--- config.mk ---
export PLATFORM = sky130hd
export DESIGN_NAME = fsrr_cmd
export DESIGN_NICKNAME = d
export VERILOG_FILES = /design/src/hw/fsrr_pkg.sv /design/src/hw/fsrr_cmd.sv
export SDC_FILE = /design/constraint.sdc
export NUM_CORES = 1
export LEC_CHECK = 0
export ABC_CLOCK_PERIOD_IN_PS = 15200
export BUFFER_PORTS_ARGS = -buffer_cell sky130_fd_sc_hd__clkbuf_2
export CAP_MARGIN = 20
export CORE_ASPECT_RATIO = 0.5
export CORE_UTILIZATION = 60
export DETAILED_ROUTE_END_ITERATION = 16
export PLACE_DENSITY = 0.82
export SYNTH_ARGS = -nofsm -noshare
export SYNTH_HDL_FRONTEND = slang
export SYNTH_SLANG_ARGS = --single-unit
--- constraint.sdc ---
create_clock -name ref_clk -period 15.2 [get_ports ref_clk]
set_clock_uncertainty 0.1 [all_clocks]
set_input_delay 1.52 -clock ref_clk [delete_from_list [all_inputs] [get_ports ref_clk]]
set_output_delay 1.52 -clock ref_clk [all_outputs]
set_load 0.005 [all_outputs]
--- src/hw/fsrr_pkg.sv ---
// Purpose: constants for the suspend/resume and read command interpreter
// Assumes: 10 MHz ref_clk, host serial clock well below it
// Notes: opcodes, field places, dummy counts and timing live here
package fsrr_pkg;
   localparam logic [7:0] OP_SUSPEND = 8'h75;
   localparam logic [7:0] OP_RESUME = 8'h7A;
   localparam logic [7:0] OP_READ = 8'h03;
   localparam logic [7:0] OP_FAST = 8'h0B;
   localparam logic [7:0] OP_DTR = 8'h0D;
   localparam logic [7:0] OP_DUAL = 8'h3B;
   localparam logic [7:0] OP_QUAD = 8'h6B;
   localparam logic [7:0] OP_DUAL_IO = 8'hBB;
   localparam logic [7:0] OP_SET_PARAM = 8'hC0;
   localparam logic [7:0] OP_WRSR_A = 8'h01;
   localparam logic [7:0] OP_WRSR_B = 8'h31;
   localparam logic [7:0] OP_WRSR_C = 8'h11;
   localparam logic [7:0] OP_PROG = 8'h02;
   localparam logic [7:0] OP_QPROG = 8'h32;
   localparam logic [7:0] OP_SEC_PROG = 8'h42;
   localparam logic [7:0] OP_SECT_ERASE = 8'h20;
   localparam logic [7:0] OP_HALF_ERASE = 8'h52;
   localparam logic [7:0] OP_BLK_ERASE = 8'hD8;
   localparam logic [7:0] OP_CHIP_ERASE_A = 8'hC7;
   localparam logic [7:0] OP_CHIP_ERASE_B = 8'h60;
   localparam logic [7:0] OP_SEC_ERASE = 8'h44;
   localparam logic [7:0] OP_NONE = 8'h00;
   // kind of self-timed operation the engine is running
   localparam logic [2:0] KIND_NONE = 3'h0;
   localparam logic [2:0] KIND_SECTOR = 3'h1;
   localparam logic [2:0] KIND_BLOCK = 3'h2;
   localparam logic [2:0] KIND_PAGE = 3'h3;
   localparam logic [2:0] KIND_CHIP = 3'h4;
   localparam logic [2:0] KIND_SECREG = 3'h5;
   localparam logic [5:0] OPC_BITS = 6'h08;
   localparam logic [5:0] ADDR_BITS = 6'h18;
   localparam logic [5:0] PARAM_BITS = 6'h08;
   localparam int SECT_MSB = 23;
   localparam int SECT_LSB = 12;
   localparam int PARAM_DUMMY_MSB = 5;
   localparam int PARAM_DUMMY_LSB = 4;
   localparam logic [1:0] PARAM_DUMMY_RST = 2'h0;
   localparam logic [5:0] DUMMY_FAST = 6'h08;
   localparam logic [5:0] DUMMY_DTR = 6'h06;
   localparam logic [5:0] DUMMY_DTR_QPI = 6'h08;
   localparam logic [5:0] DUMMY_DUAL = 6'h08;
   localparam logic [5:0] DUMMY_QUAD = 6'h08;
   localparam logic [5:0] DUMMY_DUAL_IO = 6'h04;
   localparam logic [5:0] DUMMY_QPI_4 = 6'h04;
   localparam logic [5:0] DUMMY_QPI_6 = 6'h06;
   localparam logic [5:0] DUMMY_QPI_8 = 6'h08;
   localparam int CLK_NS = 100;
   localparam int RESUME_BUSY_NS = 200;
   localparam int RESUME_BUSY_CYC = (RESUME_BUSY_NS / CLK_NS < 1) ? 1 :
      RESUME_BUSY_NS / CLK_NS;
   typedef enum logic [6:0] {
      ST_IDLE = 7'h01,
      ST_OPC = 7'h02,
      ST_ADDR = 7'h04,
      ST_DUMMY = 7'h08,
      ST_DATA = 7'h10,
      ST_HOLD = 7'h20,
      ST_IGN = 7'h40
   } fsrr_state_type;
endpackage

--- src/hw/fsrr_cmd.sv ---
// Purpose: serial flash suspend/resume and array read command interpreter
// Assumes: link pins sampled by ref_clk; array answers within one cycle
// Notes: write/erase/program headers are passed on to the engine, gated
`timescale 1ns/1ps
`default_nettype none
module fsrr_cmd
   import fsrr_pkg::*;
#(
   parameter int SUS_LAT_NS = 20000
) (
   input wire logic ref_clk,
   input wire logic rst,
   input wire logic cs_n_pin,
   input wire logic sclk_pin,
   input wire logic [3:0] io_in,
   output logic [3:0] io_out,
   output logic [3:0] io_oe,
   output logic [23:0] mem_addr,
   input wire logic [7:0] mem_rdata,
   input wire logic quad_io_enable_bit,
   input wire logic quad_command_mode,
   input wire logic engine_running,
   input wire logic [2:0] op_kind,
   input wire logic [23:0] op_addr,
   output logic suspend_req,
   output logic resume_req,
   output logic suspend_status_flag,
   output logic busy,
   output logic cmd_valid,
   output logic cmd_refused,
   output logic [7:0] cmd_opcode,
   output logic [23:0] cmd_addr,
   output logic [1:0] dummy_count_field
);
   localparam int SUS_LAT_CYC = (SUS_LAT_NS / CLK_NS < 1) ? 1 :
      SUS_LAT_NS / CLK_NS;
   localparam int CHK_LAT = SUS_LAT_CYC + 2;
   localparam int CHK_RES = RESUME_BUSY_CYC;

   ////////////////////////////////////////////////////////////////////
   // pin synchronisers
   logic [1:0] cs_s_q;
   logic [1:0] ck_s_q;
   logic [3:0] io_s1_q;
   logic [3:0] io_s2_q;
   logic cs_d_q;
   logic ck_d_q;

   always_ff @(posedge ref_clk or posedge rst) begin
      if (rst) begin
         cs_s_q <= 2'h3;
         ck_s_q <= 2'h0;
         io_s1_q <= 4'h0;
         io_s2_q <= 4'h0;
         cs_d_q <= 1'b1;
         ck_d_q <= 1'b0;
      end else begin
         cs_s_q <= {cs_s_q[0], cs_n_pin};
         ck_s_q <= {ck_s_q[0], sclk_pin};
         io_s1_q <= io_in;
         io_s2_q <= io_s1_q;
         cs_d_q <= cs_s_q[1];
         ck_d_q <= ck_s_q[1];
      end
   end

   logic sel;
   logic cs_up;
   logic rise;
   logic fall;
   assign sel = ~cs_s_q[1];
   assign cs_up = cs_s_q[1] & ~cs_d_q;
   assign rise = ck_s_q[1] & ~ck_d_q;
   assign fall = ~ck_s_q[1] & ck_d_q;

   ////////////////////////////////////////////////////////////////////
   // command decode
   fsrr_state_type state_q;
   logic [5:0] cnt_q;
   logic [23:0] sh_q;
   logic [7:0] opc_q;
   logic [2:0] in_w_q;
   logic [2:0] out_w_q;
   logic [5:0] dum_q;
   logic dtr_q;
   logic busy_q;
   logic sus_q;

   logic in_edge;
   logic [23:0] sh_nxt;
   logic [5:0] cnt_nxt;
   logic [7:0] opc_nxt;
   logic rd_ok;
   logic rd_dtr;
   logic [2:0] rd_ain;
   logic [2:0] rd_out;
   logic [5:0] rd_dummy;
   logic [5:0] qpi_dummy;
   logic [2:0] base_w;

   // double-rate address takes both edges
   assign in_edge = rise | (dtr_q & fall & (state_q == ST_ADDR));
   assign cnt_nxt = cnt_q + {3'h0, in_w_q};
   assign opc_nxt = sh_nxt[7:0];
   assign base_w = quad_command_mode ? 3'h4 : 3'h1;

   always_comb begin
      case (in_w_q)
         3'h4: sh_nxt = {sh_q[19:0], io_s2_q};
         3'h2: sh_nxt = {sh_q[21:0], io_s2_q[1:0]};
         default: sh_nxt = {sh_q[22:0], io_s2_q[0]};
      endcase
   end

   always_comb begin
      case (dummy_count_field)
         2'h0: qpi_dummy = DUMMY_QPI_4;
         2'h1: qpi_dummy = DUMMY_QPI_6;
         default: qpi_dummy = DUMMY_QPI_8;
      endcase
   end

   always_comb begin
      rd_ok = 1'b1;
      rd_dtr = 1'b0;
      rd_ain = base_w;
      rd_out = base_w;
      rd_dummy = 6'h00;
      case (opc_nxt)
         OP_READ: rd_dummy = 6'h00;
         OP_FAST:
            rd_dummy = quad_command_mode ? qpi_dummy : DUMMY_FAST;
         OP_DTR: begin
            rd_dtr = 1'b1;
            rd_dummy = quad_command_mode ? DUMMY_DTR_QPI : DUMMY_DTR;
         end
         OP_DUAL: begin
            rd_ok = ~quad_command_mode;
            rd_out = 3'h2;
            rd_dummy = DUMMY_DUAL;
         end
         OP_QUAD: begin
            rd_ok = quad_io_enable_bit & ~quad_command_mode;
            rd_out = 3'h4;
            rd_dummy = DUMMY_QUAD;
         end
         OP_DUAL_IO: begin
            rd_ok = ~quad_command_mode;
            rd_ain = 3'h2;
            rd_out = 3'h2;
            rd_dummy = DUMMY_DUAL_IO;
         end
         default: rd_ok = 1'b0;
      endcase
   end

   logic is_fwd;
   always_comb begin
      case (opc_nxt)
         OP_WRSR_A, OP_WRSR_B, OP_WRSR_C, OP_PROG, OP_QPROG,
         OP_SEC_PROG, OP_SECT_ERASE, OP_HALF_ERASE, OP_BLK_ERASE,
         OP_CHIP_ERASE_A, OP_CHIP_ERASE_B, OP_SEC_ERASE,
         OP_SET_PARAM: is_fwd = 1'b1;
         default: is_fwd = 1'b0;
      endcase
   end

   logic opc_done;
   logic rd_busy_ign;
   assign opc_done = (state_q == ST_OPC) & in_edge & (cnt_nxt == OPC_BITS);
   assign rd_busy_ign = opc_done & rd_ok & busy_q;

   always_ff @(posedge ref_clk or posedge rst) begin
      if (rst) begin
         state_q <= ST_IDLE;
         cnt_q <= 6'h00;
         sh_q <= 24'h000000;
         opc_q <= OP_NONE;
         in_w_q <= 3'h1;
         out_w_q <= 3'h1;
         dum_q <= 6'h00;
         dtr_q <= 1'b0;
      end else if (!sel) begin
         state_q <= ST_IDLE;
         dtr_q <= 1'b0;
      end else begin
         case (state_q)
            ST_IDLE: begin
               state_q <= ST_OPC;
               cnt_q <= 6'h00;
               opc_q <= OP_NONE;
               in_w_q <= base_w;
            end
            ST_OPC: begin
               if (in_edge) begin
                  sh_q <= sh_nxt;
                  cnt_q <= cnt_nxt;
               end
               if (opc_done) begin
                  opc_q <= opc_nxt;
                  cnt_q <= 6'h00;
                  in_w_q <= rd_ok ? rd_ain : in_w_q;
                  out_w_q <= rd_out;
                  dum_q <= rd_dummy;
                  dtr_q <= rd_ok & rd_dtr;
                  if (rd_busy_ign) begin
                     state_q <= ST_IGN;
                  end else if (rd_ok) begin
                     state_q <= ST_ADDR;
                  end else if (is_fwd) begin
                     state_q <= ST_HOLD;
                  end else begin
                     state_q <= ST_IGN;
                  end
               end
            end
            ST_ADDR: begin
               if (in_edge) begin
                  sh_q <= sh_nxt;
                  cnt_q <= cnt_nxt;
                  if (cnt_nxt == ADDR_BITS) begin
                     cnt_q <= 6'h00;
                     state_q <= (dum_q == 6'h00) ? ST_DATA : ST_DUMMY;
                  end
               end
            end
            ST_DUMMY: begin
               // input lines are don't care here, only rises count
               if (rise) begin
                  cnt_q <= cnt_q + 6'h01;
                  if (cnt_q + 6'h01 == dum_q) begin
                     state_q <= ST_DATA;
                  end
               end
            end
            ST_HOLD: begin
               // keep the header only; payload bytes belong to the engine
               if (in_edge && cnt_q < ADDR_BITS) begin
                  sh_q <= sh_nxt;
                  cnt_q <= cnt_nxt;
               end
            end
            ST_DATA, ST_IGN: state_q <= state_q;
            default: state_q <= ST_IDLE;
         endcase
      end
   end

   ////////////////////////////////////////////////////////////////////
   // read parameter byte
   always_ff @(posedge ref_clk or posedge rst) begin
      if (rst) begin
         dummy_count_field <= PARAM_DUMMY_RST;
      end else if (sel && state_q == ST_HOLD && opc_q == OP_SET_PARAM &&
                   in_edge && cnt_nxt == PARAM_BITS) begin
         dummy_count_field <= sh_nxt[PARAM_DUMMY_MSB:PARAM_DUMMY_LSB];
      end
   end

   ////////////////////////////////////////////////////////////////////
   // read data path
   logic out_edge;
   logic addr_load;
   logic [2:0] obit_q;
   logic [7:0] osh_q;
   logic [7:0] o_word;

   assign out_edge = (state_q == ST_DATA) & (fall | (dtr_q & rise));
   assign addr_load = (state_q == ST_ADDR) & in_edge & (cnt_nxt == ADDR_BITS);
   assign o_word = (obit_q == 3'h0) ? mem_rdata : osh_q;

   always_ff @(posedge ref_clk or posedge rst) begin
      if (rst) begin
         io_out <= 4'h0;
         io_oe <= 4'h0;
         mem_addr <= 24'h000000;
         obit_q <= 3'h0;
         osh_q <= 8'h00;
      end else if (!sel) begin
         io_oe <= 4'h0;
         obit_q <= 3'h0;
      end else if (addr_load) begin
         mem_addr <= sh_nxt;
         obit_q <= 3'h0;
      end else if (out_edge) begin
         if (obit_q == 3'h0) begin
            mem_addr <= mem_addr + 24'h000001;
         end
         osh_q <= o_word << out_w_q;
         obit_q <= obit_q + out_w_q;
         // lines turn round only at the first data edge
         case (out_w_q)
            3'h4: begin
               io_out <= o_word[7:4];
               io_oe <= 4'hF;
            end
            3'h2: begin
               io_out <= {2'h0, o_word[7:6]};
               io_oe <= 4'h3;
            end
            default: begin
               io_out <= {2'h0, o_word[7], 1'b0};
               io_oe <= 4'h2;
            end
         endcase
      end
   end

   ////////////////////////////////////////////////////////////////////
   // suspend, resume and command gating
   logic susp_erase_q;
   logic [SECT_MSB-SECT_LSB:0] sus_sect_q;
   logic [15:0] lat_cnt_q;
   logic lat_exp;
   logic res_pend_q;
   logic kind_ok;
   logic sus_ok;
   logic res_ok;
   logic op_wrsr;
   logic op_erase;
   logic op_prog;
   logic fwd_now;
   logic blocked;

   assign kind_ok = (op_kind == KIND_SECTOR) | (op_kind == KIND_BLOCK) |
      (op_kind == KIND_PAGE);
   assign sus_ok = cs_up & (opc_q == OP_SUSPEND) & ~sus_q & busy_q &
      kind_ok;
   assign res_ok = cs_up & (opc_q == OP_RESUME) & sus_q & ~busy_q;
   assign lat_exp = sus_q & (lat_cnt_q == 16'(SUS_LAT_CYC));

   assign op_wrsr = (opc_q == OP_WRSR_A) | (opc_q == OP_WRSR_B) |
      (opc_q == OP_WRSR_C);
   assign op_erase = (opc_q == OP_SECT_ERASE) | (opc_q == OP_HALF_ERASE) |
      (opc_q == OP_BLK_ERASE) | (opc_q == OP_CHIP_ERASE_A) |
      (opc_q == OP_CHIP_ERASE_B) | (opc_q == OP_SEC_ERASE);
   assign op_prog = (opc_q == OP_PROG) | (opc_q == OP_QPROG) |
      (opc_q == OP_SEC_PROG);
   // the read parameter header is reported once its byte is in
   assign fwd_now = cs_up & (state_q == ST_HOLD) & (op_wrsr |
      ((opc_q == OP_SET_PARAM) & (cnt_q >= PARAM_BITS)) |
      ((op_erase | op_prog) &
       ((opc_q == OP_CHIP_ERASE_A) | (opc_q == OP_CHIP_ERASE_B) |
        (cnt_q == ADDR_BITS))));
   assign blocked = sus_q & (op_wrsr |
      (susp_erase_q ? (op_erase | (opc_q == OP_SEC_PROG))
                    : (op_erase | op_prog)) |
      ((op_erase | op_prog) &
       (sh_q[SECT_MSB:SECT_LSB] == sus_sect_q)));

   always_ff @(posedge ref_clk or posedge rst) begin
      if (rst) begin
         sus_q <= 1'b0;
         susp_erase_q <= 1'b0;
         sus_sect_q <= '0;
         lat_cnt_q <= 16'h0000;
         suspend_req <= 1'b0;
         resume_req <= 1'b0;
      end else begin
         suspend_req <= sus_ok;
         resume_req <= res_ok;
         if (sus_ok) begin
            sus_q <= 1'b1;
            susp_erase_q <= (op_kind != KIND_PAGE);
            sus_sect_q <= op_addr[SECT_MSB:SECT_LSB];
            lat_cnt_q <= 16'h0000;
         end else if (res_ok) begin
            sus_q <= 1'b0;
         end else if (sus_q && !lat_exp) begin
            lat_cnt_q <= lat_cnt_q + 16'h0001;
         end
      end
   end

   // busy is masked for the whole suspend; the engine may take up to the
   // suspend latency to halt, so its own running level is not trusted here
   always_ff @(posedge ref_clk or posedge rst) begin
      if (rst) begin
         busy_q <= 1'b0;
         res_pend_q <= 1'b0;
      end else begin
         busy_q <= res_ok | res_pend_q |
            (engine_running & ~sus_q & ~lat_exp & ~sus_ok);
         if (res_ok) begin
            res_pend_q <= 1'b1;
         end else if (engine_running) begin
            res_pend_q <= 1'b0;
         end
      end
   end

   always_ff @(posedge ref_clk or posedge rst) begin
      if (rst) begin
         cmd_valid <= 1'b0;
         cmd_refused <= 1'b0;
         cmd_opcode <= OP_NONE;
         cmd_addr <= 24'h000000;
      end else begin
         cmd_valid <= fwd_now & ~blocked;
         cmd_refused <= fwd_now & blocked;
         if (fwd_now) begin
            cmd_opcode <= opc_q;
            cmd_addr <= sh_q;
         end
      end
   end

   assign busy = busy_q;
   assign suspend_status_flag = sus_q;
endmodule
`default_nettype wire

==> results of run 1 <==
[final cells by class]
class / count / area, um^2
sequential: 165 / 4140
fill: 1110 / 4370
inverter: 23 / 91.3
clock buffer: 17 / 425
tap: 198 / 248
clock inverter: 15 / 199
timing repair buffer: 111 / 571
multi-input combinational: 694 / 4460
[logic make-up after synthesis]
logic type / count (synthesis) / share of synthesized area [%]
adder cells (fa/ha/maj): 9 / 1.43
buffers and inverters: 82 / 3.88
multiplexers: 73 / 8.88
XOR/XNOR: 24 / 2.35
AO/OA/AOI/OAI: 273 / 18.9
flip-flops: 165 / 46.3
AND/OR/NAND/NOR: 315 / 18.3
[placed cells by master (no fill, tap or decap), drive strengths merged, types with 8 or more instances in the layout]
cell type	Yosys	layout
o22ai	23	23
inv	22	27
xnor2	18	18
a21oi	68	68
o22a	10	10
o31ai	16	16
and3	9	9
a211oi	9	9
nor2b	8	8
nor3	25	25
nand4	14	14
nand3	30	30
or3	11	11
or3b	8	8
a31oi	9	9
mux2	50	50
nor2	51	51
nand2b	13	13
mux2i	23	23
dfrtp	159	159
o21ai	96	96
clkinv	1	11
clkbuf	36	122
nand2	107	107
[metrics by stage]
stage | hold slack, ps | cells | setup slack [ps]
finish | 258 | 1223 | 10460
global route | 268 | 1223 | 10160
global placement | 235 | 1191 | 10750
CTS | 257 | 1223 | 10530
detailed placement | 242 | 1191 | 10600
floorplan | 231 | 941 | 9130
[flip-flops by register name, summed over array words and instances, names as in the netlist, 2 cells and up]
name               cells
cmd_addr              24
out_w_q                3
cmd_opcode             8
io_s2_q                4
obit_q                 3
sus_sect_q            12
cnt_q                  6
in_w_q                 3
io_s1_q                4
opc_q                  8
ck_s_q                 2
state_q                7
dummy_count_field      2
io_out                 4
sh_q                  24
dum_q                  3
io_oe                  3
mem_addr              24
cs_s_q                 2
osh_q                  8
[worst max-delay path by stage]
| stage | startpoint | endpoint | slack (ps) | depth (start not counted) |
|---|---|---|---|---|
| CTS | in_w_q[0] | osh_q[7] | 10530 | 10 |
| global route | in_w_q[0] | osh_q[7] | 10160 | 10 |
| floorplan | rst | busy | 9130 | 1 |
| detailed placement | in_w_q[0] | osh_q[7] | 10600 | 10 |
| finish | in_w_q[0] | osh_q[7] | 10460 | 10 |
| global placement | in_w_q[0] | osh_q[7] | 10750 | 10 |
[critical path, stage by stage (launching register included)]
cell and delay [ps]:
dfstp_2 730, ha_1 240, inv_1 60, fa_1 510
or3b_2 480, nor3b_1 300, mux2_2 290, nand4_2 710
nand3_1 940, a211oi_1 90, a21o_1 180
[cell usage after synthesis (5+ instances only)]
| cell type | number | area, um^2 |
|---|---|---|
| and3_1 | 9 | 56.3 |
| or3_1 | 10 | 62.6 |
| o31ai_1 | 14 | 105 |
| dfstp_2 | 6 | 158 |
| nand2b_1 | 13 | 81.3 |
| clkbuf_1 | 36 | 135 |
| nor2b_1 | 8 | 50.1 |
| nor2_1 | 51 | 191 |
| o21ai_1 | 5 | 25.0 |
| nand2_1 | 106 | 398 |
| dfrtp_1 | 159 | 3980 |
| o22a_1 | 10 | 87.6 |
| mux2_2 | 50 | 563 |
| nand4_1 | 13 | 81.3 |
| ha_1 | 7 | 87.6 |
| nand3b_1 | 6 | 45.0 |
| inv_1 | 22 | 82.6 |
| a211oi_1 | 9 | 67.6 |
| nand3_1 | 29 | 145 |
| o211ai_1 | 5 | 37.5 |
| or3b_2 | 8 | 70.1 |
| xor2_1 | 6 | 52.6 |
| xnor2_1 | 18 | 158 |
| nor3_1 | 24 | 120 |
| buf_2 | 13 | 65.1 |
| o21ai_0 | 91 | 455 |
| nor4_1 | 5 | 31.3 |
| o22ai_1 | 23 | 144 |
| buf_1 | 6 | 22.5 |
| a31oi_1 | 8 | 50.1 |
| nor3b_1 | 6 | 45.0 |
| mux2i_1 | 23 | 230 |
| a21oi_1 | 66 | 330 |
[where the power goes]
group	leakage, nW	total [mW]	internal [mW]	switching, mW
sequential	2.16	0.533	0.471	0.0620
clock	0.300	0.443	0.225	0.217
combinational	2.15	0.313	0.114	0.199
[metal layers]
layer	global-route usage, %	routed length, um
met4	11.1	480
met2	49.2	10800
met1	39.3	9700
met5	0	0
met3	6.06	1510
==> metrics.md, run 1 <==
| Metric | Value |
|---|---|
| Library cells used by synthesis | `75` |
| Power density normalized to cell area | `127 nW/um^2` |
| Post-Route Setup TNS | `0 ps` |
| Initial drt markers | `804` |
| 1st-pass router iterations | `6` |
| Worst Hold Path EP | `cs_s_q[1]` |
| Number of hold violations in the final report | `0` |
| Via density per instance | `6.33` |
| Total cell area at the placement stage | `9510 um^2` |
| # nets final | `1067` |
| Hold path startpoint | `cs_s_q[0]` |
| Total setup buffers inserted after CTS | `0` |
| Count of cells resized by post-cts repair | `0` |
| Number of instances on the worst hold path | `0` |
| IR drop worst, VDD | `0.110 mV` |
| Via count of the first global-routing pass | `7224` |
| Number of cell instances on the worst register-to-register path | `10` |
| DRC violation count after routing | `0` |
| Type of destination of the critical path | `flop` |
| CP required | `15430 ps` |
| All-layer global routing usage | `29.6%` |
| Max-capacitance violation count | `0` |
| Routed length per instance | `18.4 um` |
| Post-route antenna net violation count | `0` |
| Final Wtd Congestion | `0.892` |
| H-tree depth | `4` |
| Row count | `31` |
| Worst Setup Start Kind | `flop` |
| Period Utilization, post-route | `31.2%` |
| Post-layout min period | `4740 ps` |
| Register-to-register setup slack | `10460 ps` |
| Share of synthesized flip-flops with an asynchronous set or reset | `100%` |
| Initial standard-cell utilization of the core | `61.6%` |
| Capture instance of the worst register-to-register path | `osh_q[7]` |
| Initial antenna violation count | `0` |
| Count of yosys warnings during synthesis | `0` |
| Peak Freq | `0.211 GHz` |
| Power consumption | `1.29 mW` |
| Global-route wire length before repair | `36000 um` |
| Root buffer cell | `clkbuf_16` |
| Syn_area_per_cell | `9.50 um^2` |
| Combined area of all synthesized cells | `8940 um^2` |
| Maximum clock insertion buffer count | `2` |
| Number of flops mapped to enable cells by yosys | `0` |
| Total grt overflow | `0` |
| Category of the most critical setup path | `reg2reg` |
| Number of top-level pins | `118` |
| Hold Buf Count CTS | `0` |
| Gate count after technology mapping | `941` |
| Clock slew at the register clock pins of the worst setup and hold paths | `80 ps` |
| Post-detailed-routing wire length | `22500 um` |
| Worst reg2reg startpoint | `in_w_q[0]` |
| Half-perimeter wire length after detailed placement | `14900 um` |
| Total inserted antenna cells | `0` |
| Reported leakage power | `4.61 nW` |
| Finish-stage setup viols | `0` |
| Max-slew violation count | `0` |
| Tightest Pin Transition | `1110 ps` |
| Area added between synthesis and finish | `13.4%` |
| Clock latency on the worst-skew pair | `440 ps` |
| Quantity of I/O buffers inserted on ports | `105` |
| Cell area after layout | `10100 um^2` |
| Die height | `88.3 um` |
| Crit path arrival time | `4970 ps` |
| Setup repair after global routing missed its margin | `false` |
| Post-synthesis register bit count | `165` |
| Total via count in the routed design | `7737` |
| TritonCTS clock tree | `done` |
| Worst slew slack as a fraction of its limit | `26.0%` |
| Class of the worst hold path | `reg2reg` |
| Part of the Yosys area used for sequential elements | `46.3%` |
| Pin count of the biggest net entering global routing | `98` |
| Die X | `175 um` |
| Fraction of layout instances using a drive strength above 1 | `22.5%` |
| Status | `complete, no violations` |
| Highest fanout seen on the critical path | `34` |
| TritonCTS sink count | `165` |
| Utilization after layout | `69.9%` |
| Synthesized netlist net count | `996` |
| Placeable core area | `14500 um^2` |
| Overall die area | `15400 um^2` |
| Number of buffers added by the clock tree synthesis step | `17` |
| Main synth FF type | `dfrtp_1` |
Note: power is estimated with default switching activity, not from simulation.
==> run 2: changes to the inputs <==
==> config.mk (replaced) <==
export PLATFORM = sky130hd
export DESIGN_NAME = fsrr_cmd
export DESIGN_NICKNAME = d
export VERILOG_FILES = /design/src/hw/fsrr_pkg.sv /design/src/hw/fsrr_cmd.sv
export SDC_FILE = /design/constraint.sdc
export NUM_CORES = 1
export LEC_CHECK = 0
export ABC_CLOCK_PERIOD_IN_PS = 4850
export BUFFER_PORTS_ARGS = -buffer_cell sky130_fd_sc_hd__clkbuf_2
export CAP_MARGIN = 20
export CORE_ASPECT_RATIO = 0.5
export CORE_UTILIZATION = 58
export DETAILED_ROUTE_END_ITERATION = 16
export PLACE_DENSITY = 0.8
export SYNTH_ARGS = -nofsm -noshare
export SYNTH_HDL_FRONTEND = slang
export SYNTH_SLANG_ARGS = --single-unit
==> constraint.sdc (replaced) <==
create_clock -name ref_clk -period 4.85 [get_ports ref_clk]
set_clock_uncertainty 0.1 [all_clocks]
set_input_delay 0.485 -clock ref_clk [delete_from_list [all_inputs] [get_ports ref_clk]]
set_output_delay 0.485 -clock ref_clk [all_outputs]
set_load 0.005 [all_outputs]
==> metrics.md, run 2 (synthesis results as in run 1) <==
| Metric | Value |
|---|---|
| Status | `complete, no violations` |
| Count of cells resized by post-cts repair | `0` |
| Share of power burned in combinational logic | `25.2%` |
| Die height | `89.8 um` |
| Switching portion of total power | `36.0%` |
| TritonCTS clock tree | `done` |
| Buffers & Inverters on Critical Path | `2` |
| Critical path's largest stage delay | `720 ps` |
| Row count | `31` |
| Utilization after layout | `68.5%` |
| Root buffer cell | `clkbuf_16` |
| Worst Hold Path EP | `cs_s_q[0]` |
| Fillers | `1149` |
| Worst slew slack as a fraction of its limit | `39.0%` |
| Type of destination of the critical path | `flop` |
| Ordered cell list for the critical path | `ha_1, inv_1, fa_1, or3b_2, nor3b_1, mux2_2, nand4_2, buf_4, a21o_1, or3_1, nand3_1` |
| Hold Buf Count CTS | `0` |
| Clock slew at the register clock pins of the worst setup and hold paths | `70 ps` |
| Total inserted antenna cells | `0` |
| 1st-pass router iterations | `5` |
| Final Wtd Congestion | `0.888` |
| Quantity of I/O buffers inserted on ports | `105` |
| Number of buffers added by the clock tree synthesis step | `17` |
| TritonCTS sink count | `165` |
| Tightest Pin Transition | `916 ps` |
| Design internal power | `2.52 mW` |
| Finish-stage setup viols | `0` |
| Class of the worst hold path | `in2reg` |
| Routed length per instance | `18.0 um` |
| Total via count in the routed design | `7736` |
| Commonest non-fill, non-tap cells in the layout | `159 x dfrtp_1, 106 x nand2_1, 105 x clkbuf_2` |
| Most frequent standard cell in the layout excluding fill and tap cells | `dfrtp_1` |
| Area used by multi-input combinational logic | `4460 um^2` |
| Overall die area | `15900 um^2` |
| Number of hold violations in the final report | `0` |
| Total grt overflow | `0` |
| Via density per instance | `6.29` |
| Initial antenna violation count | `0` |
| Die X | `178 um` |
| Worst Hold Slack | `42.6 ps` |
| Max-capacitance violation count | `0` |
| Pin count of the biggest net entering global routing | `166` |
| Dpl cells | `1197` |
| Area added between synthesis and finish | `13.1%` |
| H-tree depth | `4` |
| Highest fanout seen on the critical path | `34` |
| Crit path arrival time | `4290 ps` |
| Net switching power | `1.42 mW` |
| Post-detailed-routing wire length | `22100 um` |
| Hold path startpoint | `cs_n_pin` |
| Maximum clock insertion buffer count | `2` |
| Clock latency on the worst-skew pair | `440 ps` |
| Post-layout min period | `4010 ps` |
| Half-perimeter wire length after detailed placement | `15000 um` |
| Number of cell instances on the worst register-to-register path | `11` |
| Total setup buffers inserted after CTS | `0` |
| Placeable core area | `14700 um^2` |
| Initial standard-cell utilization of the core | `60.6%` |
| DRC violation count after routing | `0` |
| Capture instance of the worst register-to-register path | `mem_addr[0]` |
| Fraction of layout instances using a drive strength above 1 | `22.9%` |
| Worst Setup Start Kind | `flop` |
| Top cell family by delay on the critical path | `simple AND/OR/NAND/NOR gates` |
| Via count of the first global-routing pass | `7225` |
| Register-to-register setup slack | `840 ps` |
| Sequential share of power | `42.5%` |
| Category of the most critical setup path | `reg2reg` |
| CP required | `5130 ps` |
| Period Utilization, post-route | `82.8%` |
| Critical Path Slowest Stage Cell | `dfstp_2` |
| # nets final | `1073` |
| Max-slew violation count | `0` |
| Register area | `4140 um^2` |
| Number of instances on the worst hold path | `1` |
| Clock share of power | `32.3%` |
| Number of top-level pins | `118` |
| Final Non-Filler Cells | `1229` |
| Post-route antenna net violation count | `0` |
| All-layer global routing usage | `29.0%` |
| Reported leakage power | `4.60 nW` |
| IR drop worst, VDD | `0.254 mV` |
| Setup repair after global routing missed its margin | `false` |
| Worst reg2reg startpoint | `in_w_q[0]` |
| Peak Freq | `0.249 GHz` |
| Power density normalized to cell area | `390 nW/um^2` |
| Regs by FF count | `cmd_addr (24), mem_addr (24), sh_q (24)` |
| Initial drt markers | `824` |
| Post-Route Setup TNS | `0 ps` |
| Global-route wire length before repair | `36700 um` |
==> run 2: changes by cell type in the layout (fill, tap and decap cells not counted), sizes merged <==
cell / delta
clkbuf: +2
clkinv: -3
clkinvlp: +4
buf: +6
inv: -3
==> run 2: final cells by class <==
cell class / instances / area share (%)
multi-input cells: 694 / 44.1
inverters: 23 / 0.892
clock buffers: 19 / 4.38
flip-flops and latches: 165 / 40.9
clock inverters: 13 / 1.00
well taps: 198 / 2.45
repair buffers: 117 / 6.22
==> run 2: through the flow <==
step / power (mW) / setup WS, ps / area, um^2
final: 3.94 / 836 / 10100
after floorplan: 2.36 / 1620 / 8940
after CTS: 3.93 / 890 / 10100
after global routing: 4.12 / 551 / 10100
after global placement: 2.62 / 987 / 9560
after detailed placement: 2.65 / 881 / 9560
==> run 2: power by group through the flow <==
stage	Clock, mW	Combinational (mW)	Sequential, mW
after global routing	1.33	1.10	1.69
after detailed placement	0	0.961	1.69
after global placement	0	0.934	1.69
final	1.27	0.994	1.68
after CTS	1.29	0.978	1.67
after floorplan	0	0.772	1.59
==> run 2: how the worst max path moves through the flow <==
| stage | startpoint | end | slack [ps] | cells after the start |
|---|---|---|---|---|
| after global routing | in_w_q[0] | io_out[2] | 550 | 10 |
| after floorplan | in_w_q[0] | state_q[4] | 1620 | 11 |
| after global placement | in_w_q[0] | mem_addr[0] | 990 | 11 |
| after CTS | in_w_q[0] | mem_addr[0] | 890 | 11 |
| final | in_w_q[0] | mem_addr[0] | 840 | 11 |
| after detailed placement | in_w_q[0] | io_out[3] | 880 | 10 |
==> run 2: per-layer routing <==
layer | track usage (%) | routed length (um) | part of all wire [%]
met2 | 43.4 | 10100 | 46
met5 | 0 | 0 | 0
met1 | 42.4 | 10100 | 46
met4 | 8.97 | 366 | 1.7
met3 | 6.13 | 1580 | 7.2
==> run 3: changes to the inputs <==
--- a/config.mk
+++ b/config.mk
@@ -5,7 +5,7 @@
 export SDC_FILE = /design/constraint.sdc
 export NUM_CORES = 1
 export LEC_CHECK = 0
-export ABC_CLOCK_PERIOD_IN_PS = 4850
+export ABC_CLOCK_PERIOD_IN_PS = 4200
 export BUFFER_PORTS_ARGS = -buffer_cell sky130_fd_sc_hd__clkbuf_2
 export CAP_MARGIN = 20
 export CORE_ASPECT_RATIO = 0.5
==> constraint.sdc (replaced) <==
create_clock -name ref_clk -period 4.2 [get_ports ref_clk]
set_clock_uncertainty 0.1 [all_clocks]
set_input_delay 0.42 -clock ref_clk [delete_from_list [all_inputs] [get_ports ref_clk]]
set_output_delay 0.42 -clock ref_clk [all_outputs]
set_load 0.005 [all_outputs]
==> metrics.md, run 3 (synthesis results as in run 1) <==
| Metric | Value |
|---|---|
| Initial drt markers | `721` |
| Maximum clock insertion buffer count | `2` |
| Number of instances on the worst hold path | `1` |
| Total grt overflow | `0` |
| Reported leakage power | `4.70 nW` |
| Fraction of layout instances using a drive strength above 1 | `23.4%` |
| Category of the most critical setup path | `reg2reg` |
| TritonCTS clock tree | `done` |
| DRC violation count after routing | `0` |
| Total via count in the routed design | `7856` |
| Type of destination of the critical path | `flop` |
| Number of buffers added by the clock tree synthesis step | `17` |
| Clock latency on the worst-skew pair | `430 ps` |
| Max-slew violation count | `0` |
| Finish-stage setup viols | `0` |
| Half-perimeter wire length after detailed placement | `15700 um` |
| Final Wtd Congestion | `0.906` |
| TritonCTS sink count | `165` |
| Placeable core area | `14700 um^2` |
| Post-Route Setup TNS | `0 ps` |
| Power density normalized to cell area | `454 nW/um^2` |
| Row count | `31` |
| Total cell area at the placement stage | `9630 um^2` |
| Die height | `89.8 um` |
| Initial standard-cell utilization of the core | `60.6%` |
| Count of cells resized by post-cts repair | `0` |
| Utilization after layout | `69.8%` |
| Total inserted antenna cells | `0` |
| Pin count of the biggest net entering global routing | `64` |
| Max-capacitance violation count | `0` |
| Post-route antenna net violation count | `0` |
| Register-to-register setup slack | `520 ps` |
| Global-route wire length before repair | `37800 um` |
| Die X | `178 um` |
| Class of the worst hold path | `in2reg` |
| Root buffer cell | `clkbuf_16` |
| Period Utilization, post-route | `87.5%` |
| Area added between synthesis and finish | `15.2%` |
| IR drop worst, VDD | `0.282 mV` |
| Worst slew slack as a fraction of its limit | `44.4%` |
| Initial antenna violation count | `0` |
| Most frequent standard cell in the layout excluding fill and tap cells | `dfrtp_1` |
| Number of top-level pins | `118` |
| Fillers | `1125` |
| CP required | `4420 ps` |
| Post-detailed-routing wire length | `22800 um` |
| Highest fanout seen on the critical path | `35` |
| Via count of the first global-routing pass | `7351` |
| Tightest Pin Transition | `834 ps` |
| Setup repair after global routing missed its margin | `false` |
| Overall die area | `15900 um^2` |
| Regs by FF count | `cmd_addr (24), mem_addr (24), sh_q (24)` |
| Number of hold violations in the final report | `0` |
| Commonest non-fill, non-tap cells in the layout | `159 x dfrtp_1, 106 x nand2_1, 105 x clkbuf_2` |
| Crit path arrival time | `3890 ps` |
| 1st-pass router iterations | `6` |
| Quantity of I/O buffers inserted on ports | `105` |
| Clock slew at the register clock pins of the worst setup and hold paths | `70 ps` |
| Routed length per instance | `18.3 um` |
| Number of cell instances on the worst register-to-register path | `11` |
| Hold path startpoint | `io_in[0]` |
| All-layer global routing usage | `29.7%` |
| Peak Freq | `0.272 GHz` |
| Worst Setup Start Kind | `flop` |
| Worst reg2reg startpoint | `in_w_q[0]` |
| Status | `complete, no violations` |
| Worst Hold Slack | `9.37 ps` |
| Via density per instance | `6.32` |
| H-tree depth | `4` |
| Worst Hold Path EP | `io_s1_q[0]` |
| Post-layout min period | `3680 ps` |
| Cell area after layout | `10300 um^2` |
| # nets final | `1087` |
| Capture instance of the worst register-to-register path | `mem_addr[17]` |
[run 3: cell types whose count changed in the layout (fill, tap and decap cells not counted), sizes merged]
cell and delta:
buf +8, dlygate4sd3 +6, inv +3, clkinvlp -2, clkbuf -1
[run 3: critical path, stage by stage (launching register included)]
cell and delay [ps]:
dfstp_2 540, ha_1 180, inv_1 60, fa_1 500, or3b_2 460, nor3b_1 240, mux2i_1 210, nor4_4 460
buf_12 240, or3_1 240, o32ai_1 110, a22o_1 200
[run 3: metrics by stage]
stage,std cells,power [mW],setup WS (ps)
after floorplan,941,2.73,971
after global placement,1205,3.04,739
after detailed placement,1205,3.08,625
after CTS,1243,4.64,565
after global routing,1243,4.87,365
final,1243,4.67,524
[run 3: layout make-up]
| class | count | area (um^2) | area share (%) |
|---|---|---|---|
| sequential | 165 | 4140 | 40.2 |
| inverter | 23 | 90.1 | 0.875 |
| clock buffer | 18 | 439 | 4.27 |
| clock inverter | 14 | 159 | 1.54 |
| multi-input combinational | 694 | 4460 | 43.3 |
| timing repair buffer | 131 | 761 | 7.39 |
| tap | 198 | 248 | 2.41 |
[run 3: metal layers]
layer	vias up	track usage (%)	wire, um	share of wire, %
li1	3624	-	-	-
met1	3827	43.5	10400	46
met2	354	44.4	10500	46
met3	51	5.71	1500	6.6
met4	0	9.83	408	1.8
met5	-	0	0	0
[run 3: how the worst max path moves through the flow]
stage          startpoint            to  slack [ps]
2_1_floorplan   in_w_q[0]    state_q[4]         970
3_3_place_gp    in_w_q[0]  mem_addr[17]         740
3_5_place_dp    in_w_q[0]  mem_addr[17]         630
4_1_cts         in_w_q[0]  mem_addr[17]         560
5_1_grt         in_w_q[1]  mem_addr[17]         360
6_report        in_w_q[0]  mem_addr[17]         520
[run 3: what timing repair did]
action / 4_1_cts / 5_1_grt
hold buffers: 6 / 0
endpoints found under the setup margin: 0 / 0
hold endpoints to repair: 25 / 0
buffers inserted: 0 / 0
[run 3: report_power, final]
group | internal [mW] | switching (mW) | leakage, nW | total, mW
Clock | 0.813 | 0.743 | 0.288 | 1.56
Sequential | 1.71 | 0.214 | 2.16 | 1.92
Combinational | 0.442 | 0.755 | 2.25 | 1.20
